[config.mk]
export PLATFORM = sky130hd
export DESIGN_NAME = acdei_top
export DESIGN_NICKNAME = d
export VERILOG_FILES = /design/src/hdl/acdei_pkg.sv /design/src/hdl/acdei_cmd_decode.sv /design/src/hdl/acdei_top.sv
export SDC_FILE = /design/constraint.sdc
export NUM_CORES = 1
export LEC_CHECK = 0
export ABC_AREA = 1
export BUFFER_PORTS_ARGS = -buffer_cell sky130_fd_sc_hd__clkbuf_2
export CORE_ASPECT_RATIO = 1.4
export CORE_MARGIN = 5
export CORE_UTILIZATION = 35
export DETAILED_ROUTE_END_ITERATION = 6
export PLACE_DENSITY = 0.69
export SLEW_MARGIN = 20
export SYNTH_ARGS = -nofsm -noshare
export SYNTH_HDL_FRONTEND = slang
export SYNTH_HIERARCHICAL = 1
export SYNTH_SLANG_ARGS = --single-unit
[constraint.sdc]
create_clock -name pclk -period 3.5 [get_ports pclk]
set_clock_uncertainty 0.1 [all_clocks]
set_input_delay 0.35 -clock pclk [delete_from_list [all_inputs] [get_ports pclk]]
set_output_delay 0.35 -clock pclk [all_outputs]
set_load 0.02 [all_outputs]
[src/hdl/acdei_pkg.sv]
// Purpose: Shared constants and types of the command decode block.
// Assumes: 32-bit APB data, one word per register.
// Notes:   Printed offsets are word indices; byte address is four times it.
package acdei_pkg;

	// Word indices of the documented registers and their byte addresses.
	localparam logic [7:0]  IDX_EOL_INFO = 8'h10;
	localparam logic [7:0]  IDX_CMD_B0   = 8'h14;
	localparam logic [7:0]  IDX_CMD_B1   = 8'h15;
	localparam logic [11:0] ADDR_EOL_INFO = {2'b00, IDX_EOL_INFO, 2'b00};
	localparam logic [11:0] ADDR_CMD_B0   = {2'b00, IDX_CMD_B0, 2'b00};
	localparam logic [11:0] ADDR_CMD_B1   = {2'b00, IDX_CMD_B1, 2'b00};

	// Byte addresses of the control, status and mask registers.
	localparam logic [11:0] ADDR_CTRL   = 12'h000;
	localparam logic [11:0] ADDR_STATUS = 12'h004;
	localparam logic [11:0] ADDR_MASK   = 12'h008;

	// Control register bit positions.
	localparam int CTRL_ENABLE_BIT = 0;
	localparam int CTRL_SRESET_BIT = 1;
	localparam int CTRL_SPACC_BIT  = 2;

	// End-of-list information bit positions.
	localparam int EOL_LIST_BIT = 7;
	localparam int EOL_BUF_BIT  = 6;

	// Command byte zero fields (type, reserved pair, flag select).
	localparam int B0_TYPE_POS = 6;
	localparam int B0_RSV_POS  = 4;
	localparam int B0_FSEL_POS = 0;

	// Command byte one fields (references and channel).
	localparam int B1_HREF_BIT = 7;
	localparam int B1_LREF_BIT = 6;
	localparam int B1_CH_POS   = 0;

	// Status and mask layout: end-of-list, conversion flags, error.
	localparam int ST_EOL_BIT  = 0;
	localparam int ST_CONV_LSB = 1;
	localparam int ST_ERR_BIT  = 16;
	localparam int ST_WIDTH    = 17;

	// Channel code landmarks.
	localparam logic [5:0] CH_LOW_REF  = 6'h00;
	localparam logic [5:0] CH_HIGH_REF = 6'h01;
	localparam logic [5:0] CH_MID_REF  = 6'h02;
	localparam logic [5:0] CH_INT_BASE = 6'h08;
	localparam logic [5:0] CH_EXT_BASE = 6'h10;

	// Reset values.
	localparam logic [2:0]  CTRL_RESET = 3'h0;
	localparam logic [7:0]  CMD_RESET  = 8'h00;
	localparam logic [16:0] MASK_RESET = 17'h00000;

	// Command type after decoding.
	typedef enum logic [1:0] {
		ACDEI_NORMAL,
		ACDEI_END_SEQ,
		ACDEI_WRAP_GO,
		ACDEI_WRAP_WAIT
	} acdei_type_t;

	// Kind of conversion input selected by the channel code.
	typedef enum logic [2:0] {
		ACDEI_SRC_LOW,
		ACDEI_SRC_HIGH,
		ACDEI_SRC_MID,
		ACDEI_SRC_INTERNAL,
		ACDEI_SRC_EXTERNAL,
		ACDEI_SRC_NONE
	} acdei_src_t;

	// Fully decoded command.
	typedef struct packed {
		acdei_type_t cmd_type;
		logic [15:1] flag_onehot;
		logic        high_ref_sel;
		logic        low_ref_sel;
		acdei_src_t  src_kind;
		logic [5:0]  src_index;
		logic        reserved;
	} acdei_decode_t;

	// Completion event reported by the list engine.
	typedef struct packed {
		logic done;
		logic list_active;
		logic buffer_active;
	} acdei_done_t;

endpackage

[src/hdl/acdei_cmd_decode.sv]
// Purpose: Combinational decode of the two command bytes.
// Assumes: NUM_INPUTS external inputs are implemented.
// Notes:   Any reserved setting raises the reserved output.
`timescale 1ns/10ps
module acdei_cmd_decode #(
	parameter int NUM_INPUTS = 16
) (
	input  wire logic [7:0]             cmd_b0,
	input  wire logic [7:0]             cmd_b1,
	output acdei_pkg::acdei_decode_t    dec
);

	logic [1:0] type_code; // Command type field.
	logic [3:0] fsel;      // Binary flag select field.
	logic [5:0] ch;        // Channel select field.

	// Splits the bytes and decodes every field into the output struct.
	always_comb begin
		type_code = cmd_b0[acdei_pkg::B0_TYPE_POS +: 2];
		fsel = cmd_b0[acdei_pkg::B0_FSEL_POS +: 4];
		ch = cmd_b1[acdei_pkg::B1_CH_POS +: 6];
		dec = '0;
		// Type code to command kind.
		unique case (type_code)
			2'b00: dec.cmd_type = acdei_pkg::ACDEI_NORMAL;
			2'b01: dec.cmd_type = acdei_pkg::ACDEI_END_SEQ;
			2'b10: dec.cmd_type = acdei_pkg::ACDEI_WRAP_GO;
			2'b11: dec.cmd_type = acdei_pkg::ACDEI_WRAP_WAIT;
		endcase
		// One-hot flag; code zero leaves all flags clear.
		for (int i = 1; i < 16; i++) begin
			dec.flag_onehot[i] = (fsel == 4'(i));
		end
		dec.high_ref_sel = cmd_b1[acdei_pkg::B1_HREF_BIT];
		dec.low_ref_sel = cmd_b1[acdei_pkg::B1_LREF_BIT];
		// Unused bits of byte zero count as a reserved setting.
		dec.reserved = |cmd_b0[acdei_pkg::B0_RSV_POS +: 2];
		dec.src_kind = acdei_pkg::ACDEI_SRC_NONE;
		dec.src_index = 6'h00;
		if (ch == acdei_pkg::CH_LOW_REF) begin
			dec.src_kind = acdei_pkg::ACDEI_SRC_LOW;
		end else if (ch == acdei_pkg::CH_HIGH_REF) begin
			dec.src_kind = acdei_pkg::ACDEI_SRC_HIGH;
		end else if (ch == acdei_pkg::CH_MID_REF) begin
			dec.src_kind = acdei_pkg::ACDEI_SRC_MID;
		end else if (ch < acdei_pkg::CH_INT_BASE) begin
			// Codes three to seven are reserved.
			dec.reserved = 1'b1;
		end else if (ch < acdei_pkg::CH_EXT_BASE) begin
			dec.src_kind = acdei_pkg::ACDEI_SRC_INTERNAL;
			dec.src_index = {3'b000, ch[2:0]};
		end else if (!ch[5] && ({2'b00, ch[3:0]} < 6'(NUM_INPUTS))) begin
			// External input index counts up from zero.
			dec.src_kind = acdei_pkg::ACDEI_SRC_EXTERNAL;
			dec.src_index = {2'b00, ch[3:0]};
		end else begin
			// Top bit set, or an input that is not implemented.
			dec.reserved = 1'b1;
		end
	end

endmodule

[src/hdl/acdei_top.sv]
// Purpose: Command decode and end-of-list information for a list ADC.
// Assumes: APB slave at 100 MHz; list engine gives one-cycle pulses.
// Notes:   Registers answer two cycles after the setup cycle.
`timescale 1ns/10ps
// Summary of operation
// - Info cleared by soft reset or disable.
// - Bit 7 records list active at end.
// - Bit 6 records result buffer at end.
// - Flag and info update together.
// - Info readable always, writes ignored.
// - Command writes only with special access set.
// - Type 00 normal, 01 sequence end.
// - Type 10 wraps and continues converting.
// - Type 11 wraps, waits per trigger mode.
// - Flag select picks one flag, zero none.
// - Reserved setting sets error, stops converter.
// - Bit 23 picks high reference input.
// - Bit 22 picks low reference input.
// - Channel 0,1,2 references; 3-7 reserved.
// - Channels 8-15 pick internal sources.
// - Codes 01xxxx external; top bit reserved.
module acdei_top #(
	parameter int NUM_INPUTS = 16
) (
	input  wire logic                    pclk,
	input  wire logic                    presetn,
	input  wire logic                    psel,
	input  wire logic                    penable,
	input  wire logic                    pwrite,
	input  wire logic [11:0]             paddr,
	input  wire logic [31:0]             pwdata,
	input  wire logic [3:0]              pstrb,
	output logic      [31:0]             prdata,
	output logic                         pready,
	output logic                         pslverr,
	input  wire logic                    cmd_load,
	input  wire logic [15:0]             cmd_load_word,
	input  wire logic                    cmd_start,
	input  wire acdei_pkg::acdei_done_t  cmd_done,
	input  wire logic                    restart_mode,
	output logic                         converter_enable,
	output logic                         converter_halted,
	output logic                         high_reference_select,
	output logic                         low_reference_select,
	output acdei_pkg::acdei_src_t        input_channel_kind,
	output logic      [5:0]              input_channel_index,
	output logic                         seq_end_wait,
	output logic                         list_wrap_continue,
	output logic                         list_wrap_wait_restart,
	output logic                         list_wrap_wait_any,
	output logic                         irq
);

	// Only one to sixteen external inputs fit the four-bit index.
	if (NUM_INPUTS < 1 || NUM_INPUTS > 16) begin : g_check
		$error("NUM_INPUTS must lie between 1 and 16");
	end

	// All state of the block in one record.
	typedef struct packed {
		logic [2:0]  ctrl;
		logic [7:0]  cmd_b0;
		logic [7:0]  cmd_b1;
		logic        list_at_end;
		logic        buffer_at_end;
		logic [16:0] status;
		logic [16:0] mask;
		logic        halted;
		logic        href;
		logic        lref;
		acdei_pkg::acdei_src_t src_kind;
		logic [5:0]  src_index;
		logic        ev_seq_end;
		logic        ev_wrap_go;
		logic        ev_wrap_restart;
		logic        ev_wrap_any;
		logic        irq;
		logic [31:0] prdata;
		logic        pready;
		logic        pslverr;
	} acdei_state_t;

	acdei_state_t            st;        // Registered state.
	acdei_state_t            next_st;   // Next state.
	acdei_pkg::acdei_decode_t dec;      // Decode of the command bytes.
	logic                    enabled;   // Converter enable bit.
	logic                    clear_all; // Soft reset or disable.
	logic                    wr_en;     // Write completes this edge.
	logic                    access;    // Access phase is active.
	logic                    mapped;    // Address hits a register.
	logic [31:0]             rd_mux;    // Read value of the address.
	logic [16:0]             set_bits;  // Status bits set by events.
	logic [16:0]             clr_bits;  // Status bits cleared by software.
	logic                    run_ok;    // Events are accepted.

	// Decodes the command bytes currently held.
	acdei_cmd_decode #(
		.NUM_INPUTS (NUM_INPUTS)
	) u_decode (
		.cmd_b0 (st.cmd_b0),
		.cmd_b1 (st.cmd_b1),
		.dec    (dec)
	);

	// Read multiplexer and address decode.
	always_comb begin
		rd_mux = 32'h00000000;
		mapped = 1'b1;
		unique case (paddr)
			acdei_pkg::ADDR_CTRL: begin
				rd_mux = {29'h00000000, st.ctrl};
			end
			acdei_pkg::ADDR_STATUS: begin
				rd_mux = {15'h0000, st.status};
			end
			acdei_pkg::ADDR_MASK: begin
				rd_mux = {15'h0000, st.mask};
			end
			acdei_pkg::ADDR_EOL_INFO: begin
				// Readable at any time; low bits read as zero.
				rd_mux = {24'h000000, st.list_at_end, st.buffer_at_end,
					6'h00};
			end
			acdei_pkg::ADDR_CMD_B0: begin
				rd_mux = {24'h000000, st.cmd_b0};
			end
			acdei_pkg::ADDR_CMD_B1: begin
				rd_mux = {24'h000000, st.cmd_b1};
			end
			default: begin
				mapped = 1'b0;
			end
		endcase
	end

	// Next-state logic for bus, registers and command events.
	always_comb begin
		next_st = st;
		enabled = st.ctrl[acdei_pkg::CTRL_ENABLE_BIT];
		clear_all = st.ctrl[acdei_pkg::CTRL_SRESET_BIT] || !enabled;
		access = psel && penable;
		wr_en = access && st.pready && pwrite && mapped && pstrb[0];
		run_ok = !clear_all && !st.halted;
		set_bits = 17'h00000;
		clr_bits = 17'h00000;

		// Bus answer: ready one cycle into the access phase.
		next_st.pready = access && !st.pready;
		next_st.pslverr = access && !st.pready && !mapped;
		if (access && !st.pready) begin
			next_st.prdata = mapped ? rd_mux : 32'h00000000;
		end

		// Register writes take effect at the completing edge.
		if (wr_en) begin
			unique case (paddr)
				acdei_pkg::ADDR_CTRL: begin
					next_st.ctrl = pwdata[2:0];
				end
				acdei_pkg::ADDR_STATUS: begin
					clr_bits = pwdata[16:0];
				end
				acdei_pkg::ADDR_MASK: begin
					next_st.mask = pwdata[16:0];
				end
				acdei_pkg::ADDR_CMD_B0: begin
					// Ignored unless special access is set.
					if (st.ctrl[acdei_pkg::CTRL_SPACC_BIT]) begin
						next_st.cmd_b0 = pwdata[7:0];
					end
				end
				acdei_pkg::ADDR_CMD_B1: begin
					if (st.ctrl[acdei_pkg::CTRL_SPACC_BIT]) begin
						next_st.cmd_b1 = pwdata[7:0];
					end
				end
				default: begin
					// The info register ignores writes.
				end
			endcase
		end

		// The list engine may load a fresh command while running.
		if (cmd_load && run_ok) begin
			next_st.cmd_b0 = cmd_load_word[15:8];
			next_st.cmd_b1 = cmd_load_word[7:0];
		end

		// Event pulses last one cycle.
		next_st.ev_seq_end = 1'b0;
		next_st.ev_wrap_go = 1'b0;
		next_st.ev_wrap_restart = 1'b0;
		next_st.ev_wrap_any = 1'b0;

		// Starting a command with a reserved setting stops the converter.
		if (cmd_start && run_ok && dec.reserved) begin
			set_bits[acdei_pkg::ST_ERR_BIT] = 1'b1;
			next_st.halted = 1'b1;
		end else if (cmd_start && run_ok) begin
			// Reference and input selects for this conversion.
			next_st.href = dec.high_ref_sel;
			next_st.lref = dec.low_ref_sel;
			next_st.src_kind = dec.src_kind;
			next_st.src_index = dec.src_index;
		end

		// Completion with data stored: flags and list behaviour.
		if (cmd_done.done && run_ok) begin
			// Selected conversion flag.
			set_bits[acdei_pkg::ST_CONV_LSB +: 15] = dec.flag_onehot;
			unique case (dec.cmd_type)
				acdei_pkg::ACDEI_NORMAL: begin
					// Plain conversion; nothing more to signal.
				end
				acdei_pkg::ACDEI_END_SEQ: begin
					next_st.ev_seq_end = 1'b1;
				end
				acdei_pkg::ACDEI_WRAP_GO: begin
					next_st.ev_wrap_go = 1'b1;
				end
				acdei_pkg::ACDEI_WRAP_WAIT: begin
					// Wait behaviour follows the trigger mode.
					next_st.ev_wrap_restart = restart_mode;
					next_st.ev_wrap_any = !restart_mode;
				end
			endcase
			// Both end-of-list types update flag and info together.
			if (dec.cmd_type == acdei_pkg::ACDEI_WRAP_GO ||
				dec.cmd_type == acdei_pkg::ACDEI_WRAP_WAIT) begin
				set_bits[acdei_pkg::ST_EOL_BIT] = 1'b1;
				next_st.list_at_end = cmd_done.list_active;
				next_st.buffer_at_end = cmd_done.buffer_active;
			end
		end

		// Sticky status: a set in the same cycle beats the clear.
		next_st.status = (st.status & ~clr_bits) | set_bits;

		// Soft reset or disable wipes info, flags and the stop.
		if (clear_all) begin
			next_st.list_at_end = 1'b0;
			next_st.buffer_at_end = 1'b0;
			next_st.status = 17'h00000;
			next_st.halted = 1'b0;
		end

		// Level interrupt from unmasked status bits.
		next_st.irq = |(next_st.status & next_st.mask);
	end

	// Registers the whole state record.
	always_ff @(posedge pclk or negedge presetn) begin
		if (!presetn) begin
			st.ctrl <= acdei_pkg::CTRL_RESET;
			st.cmd_b0 <= acdei_pkg::CMD_RESET;
			st.cmd_b1 <= acdei_pkg::CMD_RESET;
			st.list_at_end <= 1'b0;
			st.buffer_at_end <= 1'b0;
			st.status <= 17'h00000;
			st.mask <= acdei_pkg::MASK_RESET;
			st.halted <= 1'b0;
			st.href <= 1'b0;
			st.lref <= 1'b0;
			st.src_kind <= acdei_pkg::ACDEI_SRC_NONE;
			st.src_index <= 6'h00;
			st.ev_seq_end <= 1'b0;
			st.ev_wrap_go <= 1'b0;
			st.ev_wrap_restart <= 1'b0;
			st.ev_wrap_any <= 1'b0;
			st.irq <= 1'b0;
			st.prdata <= 32'h00000000;
			st.pready <= 1'b0;
			st.pslverr <= 1'b0;
		end else begin
			st <= next_st;
		end
	end

	// Outputs straight from the state flip-flops.
	assign prdata = st.prdata;
	assign pready = st.pready;
	assign pslverr = st.pslverr;
	assign converter_enable = st.ctrl[acdei_pkg::CTRL_ENABLE_BIT];
	assign converter_halted = st.halted;
	assign high_reference_select = st.href;
	assign low_reference_select = st.lref;
	assign input_channel_kind = st.src_kind;
	assign input_channel_index = st.src_index;
	assign seq_end_wait = st.ev_seq_end;
	assign list_wrap_continue = st.ev_wrap_go;
	assign list_wrap_wait_restart = st.ev_wrap_restart;
	assign list_wrap_wait_any = st.ev_wrap_any;
	assign irq = st.irq;

endmodule

==> results_dict.tcl <==
set metrics [dict create \
    cp.required_ns 3.67 \
    start_kind "flip-flop" \
    start_util_pct 35.81 \
    synth_flop_cell "dfrtp_1" \
    reg2reg_to "irq" \
    hold_path_depth 2 \
    cpMostUsedCell "nand2_1" \
    dr.pass1.iters 5 \
    grt_max_degree 57 \
    multi_input_comb_area_mm2 0.002153 \
    die_height_um 151.5 \
    grt_pass1_vias 4123 \
    path_cells "nor2_2 > buf_4 > inv_2 > nor2_2 > nand2_1 > inv_2 > nand2_1 > a21oi_1 > nand2_1 > nand2_1 > nor2_1 > nand3_1" \
    synth_edf_count 0 \
    cp-end-kind "flip-flop" \
    crit_fanout 20 \
    die_w_um 111.1 \
    rrSetupSlack_ns 1.18 \
    synthCells 629 \
    clock_tree.buffer_depth 2 \
    io_pins 127 \
    grt_pass1_wl_um 21620 \
    fillerInstances 1471 \
    post-synth-top-count-cell "nand2_1" \
    grt-ovfl-total 0 \
    wl_per_cell_um 15.03 \
    finalSetupViolations 0 \
    vias 4237 \
    rr_worst_depth 12 \
    io_buffers 93 \
    synth_warnings 6 \
    die-area_mm2 0.01683 \
    syn_area_per_cell_um2 7.957 \
    dr.first_iter.drc_count 253 \
    clock.fmax_mhz 431.1 \
    fin_nets 768 \
    rsz0062_at_grt "false" \
    h-tree-depth 3 \
    netlist_area_mm2 0.005005 \
    drv_cap 0 \
    clk_latency_ns 0.34 \
    ys_types 34 \
    static-leakage-power_nw 2.905 \
    drc 0 \
    num_antenna_cells 0 \
    ff_latch_area_mm2 0.002280 \
    drive_gt1_share_pct 22.77 \
    path_clk_slew_ns 0.06 \
    rows 51 \
    slowest_delay_ns 0.41 \
    post-dp-hpwl_um 10030 \
    syn2layout_area_growth_pct 12.90 \
    grt_usage_pct 16.21 \
    vdd_drop_max_v 0.0001734 \
    gp_congestion 0.8769 \
    ctsResizeCount 0 \
    setup-tns-final_ns 0 \
    worstHoldPathType "in -> reg" \
    period_needed_ns 2.320 \
    min_from "restart_mode" \
    design_area_mm2 0.005650 \
    routed_via_density 4.820 \
    synth.area.top_cells "dfrtp_1 44%, nand2_1 15%, buf_4 7.0%" \
    synth-seq-area-share_pct 45.55 \
    fp.coreArea_mm2 0.01397 \
    grt_antenna_before_repair 0 \
    synth_top_area_share_pct 44.50 \
    max_slew_margin_pct 51.40 \
    outcome "finished, final reports clean" \
    maxSlewViolCount 0 \
    ys_seq_elements 91 \
    crit_slowest_cell "dfrtp_1" \
    synth.largest_area_cell "dfrtp_1" \
    cts_sinks 91 \
    synth.top_cells.by_count "197 x nand2_1, 89 x dfrtp_1, 52 x nor2_1" \
    ant_nets 0 \
    hold_viol 0 \
    dpl_cell_area_mm2 0.005384 \
    cts_tree "built" \
    tightest_slew_ns 0.7290 \
    cts-root-buf "clkbuf_16" \
    async_reset_ff_share_pct 100.0 \
    r2r_start "st[104]" \
    worst-setup-path-type "reg -> reg" \
    routed_wl_um 13210 \
    layout_worst_path_cycle_share_pct 66.27 \
    arrival_ns 2.49 \
    worst_hold_path.endpoint "list_wrap_wait_any" \
    cts_buffers 9 \
    power_density_mw_per_mm2 367.1 \
    power_w 0.002074 \
]
-- worst max-delay path by stage --
stage | start | to | slack, ns | cells after the start
6_report | st[104] | irq | 1.18 | 12
5_1_grt | paddr[4] | irq | 0.98 | 13
4_1_cts | st[104] | irq | 1.18 | 12
3_5_place_dp | paddr[11] | irq | 1.01 | 13
3_3_place_gp | paddr[11] | irq | 1.04 | 13
2_1_floorplan | pready | irq | 1.55 | 12
-- timing repair --
item / in CTS / in global routing
hold buffers: 1 / 0
endpoints found under the hold margin: 27 / 0
buffers inserted: 0 / 0
-- metrics by stage --
stage | worst slack, ns | instances | hold WS, ns | utilization, %
2_1_floorplan | 1.553 | 644 | -0.04559 | -
3_3_place_gp | 1.037 | 866 | 0.3518 | 38.53
3_5_place_dp | 1.006 | 866 | 0.3572 | 38.53
4_1_cts | 1.182 | 879 | 0.08404 | 40.43
5_1_grt | 0.9804 | 879 | 0.09016 | 40.43
6_report | 1.180 | 879 | 0.09079 | 40.43
-- report_power, final --
part	total (W)	internal (W)	switching, W
combinational	0.000135	0.0000427	0.0000922
clock	0.000872	0.000504	0.000368
sequential	0.00107	0.00106	0.00000506
total	0.00207	0.00161	0.000465
-- sequential cells by signal (all words and copies together) (netlist names) --
signal	flops
converter_enable	1
converter_halted	1
high_reference_select	1
input_channel_index	6
input_channel_kind	3
irq	1
list_wrap_continue	1
list_wrap_wait_any	1
list_wrap_wait_restart	1
low_reference_select	1
prdata	17
pready	1
pslverr	1
seq_end_wait	1
st	54
-- kinds of logic (layout without fill, tap and decap cells) --
| family | after synthesis | in the layout | synth area share [%] |
|---|---|---|---|
| compound gates | 94 | 94 | 11.85 |
| buf+inv | 114 | 164 | 12.55 |
| flops | 91 | 91 | 45.55 |
| mux | 11 | 11 | 2.475 |
| other cells | 2 | 17 | 0.1501 |
| simple gates | 317 | 317 | 27.43 |
-- routing by layer --
metal | GRT usage, % | wire length (um) | share of wire [%] | vias to the layer above
met5 | 0 | 0 | 0 | -
met4 | 7.669 | 422 | 3.2 | 0
met3 | 3.576 | 753 | 5.7 | 20
met2 | 28.28 | 6725 | 51 | 137
met1 | 19.11 | 5309 | 40 | 1966
li1 | - | - | - | 2114
-- critical path, delay by kind of cell (launching register included) --
family	cells	cell delay, ns
simple gates	8	0.96
buf+inv	3	0.54
compound gates	1	0.23
flops	1	0.41
-- final cells by class --
type / count / area share [%]
repair buffers: 103 / 9.655
flip-flops and latches: 91 / 40.35
clock buffers: 12 / 4.539
well taps: 185 / 4.097
multi-input cells: 439 / 38.11
inverters: 49 / 3.255
-- placed cells by master, fill, tap and decap left out, types with 3 or more instances in the layout --
master,instances
a21o_1,8
a21oi_1,25
a221oi_1,8
a22o_1,3
a31oi_1,5
buf_4,10
clkbuf_16,9
clkbuf_2,92
conb_1,17
dfrtp_1,89
inv_1,39
inv_2,10
mux2_2,11
nand2_1,197
nand2_2,3
nand3_1,38
nand3_2,4
nand4_1,5
nor2_1,52
nor2_2,6
nor2_4,5
o211ai_1,16
o21ai_0,15
o21ai_1,10
Power figures use the tool's default switching activity.
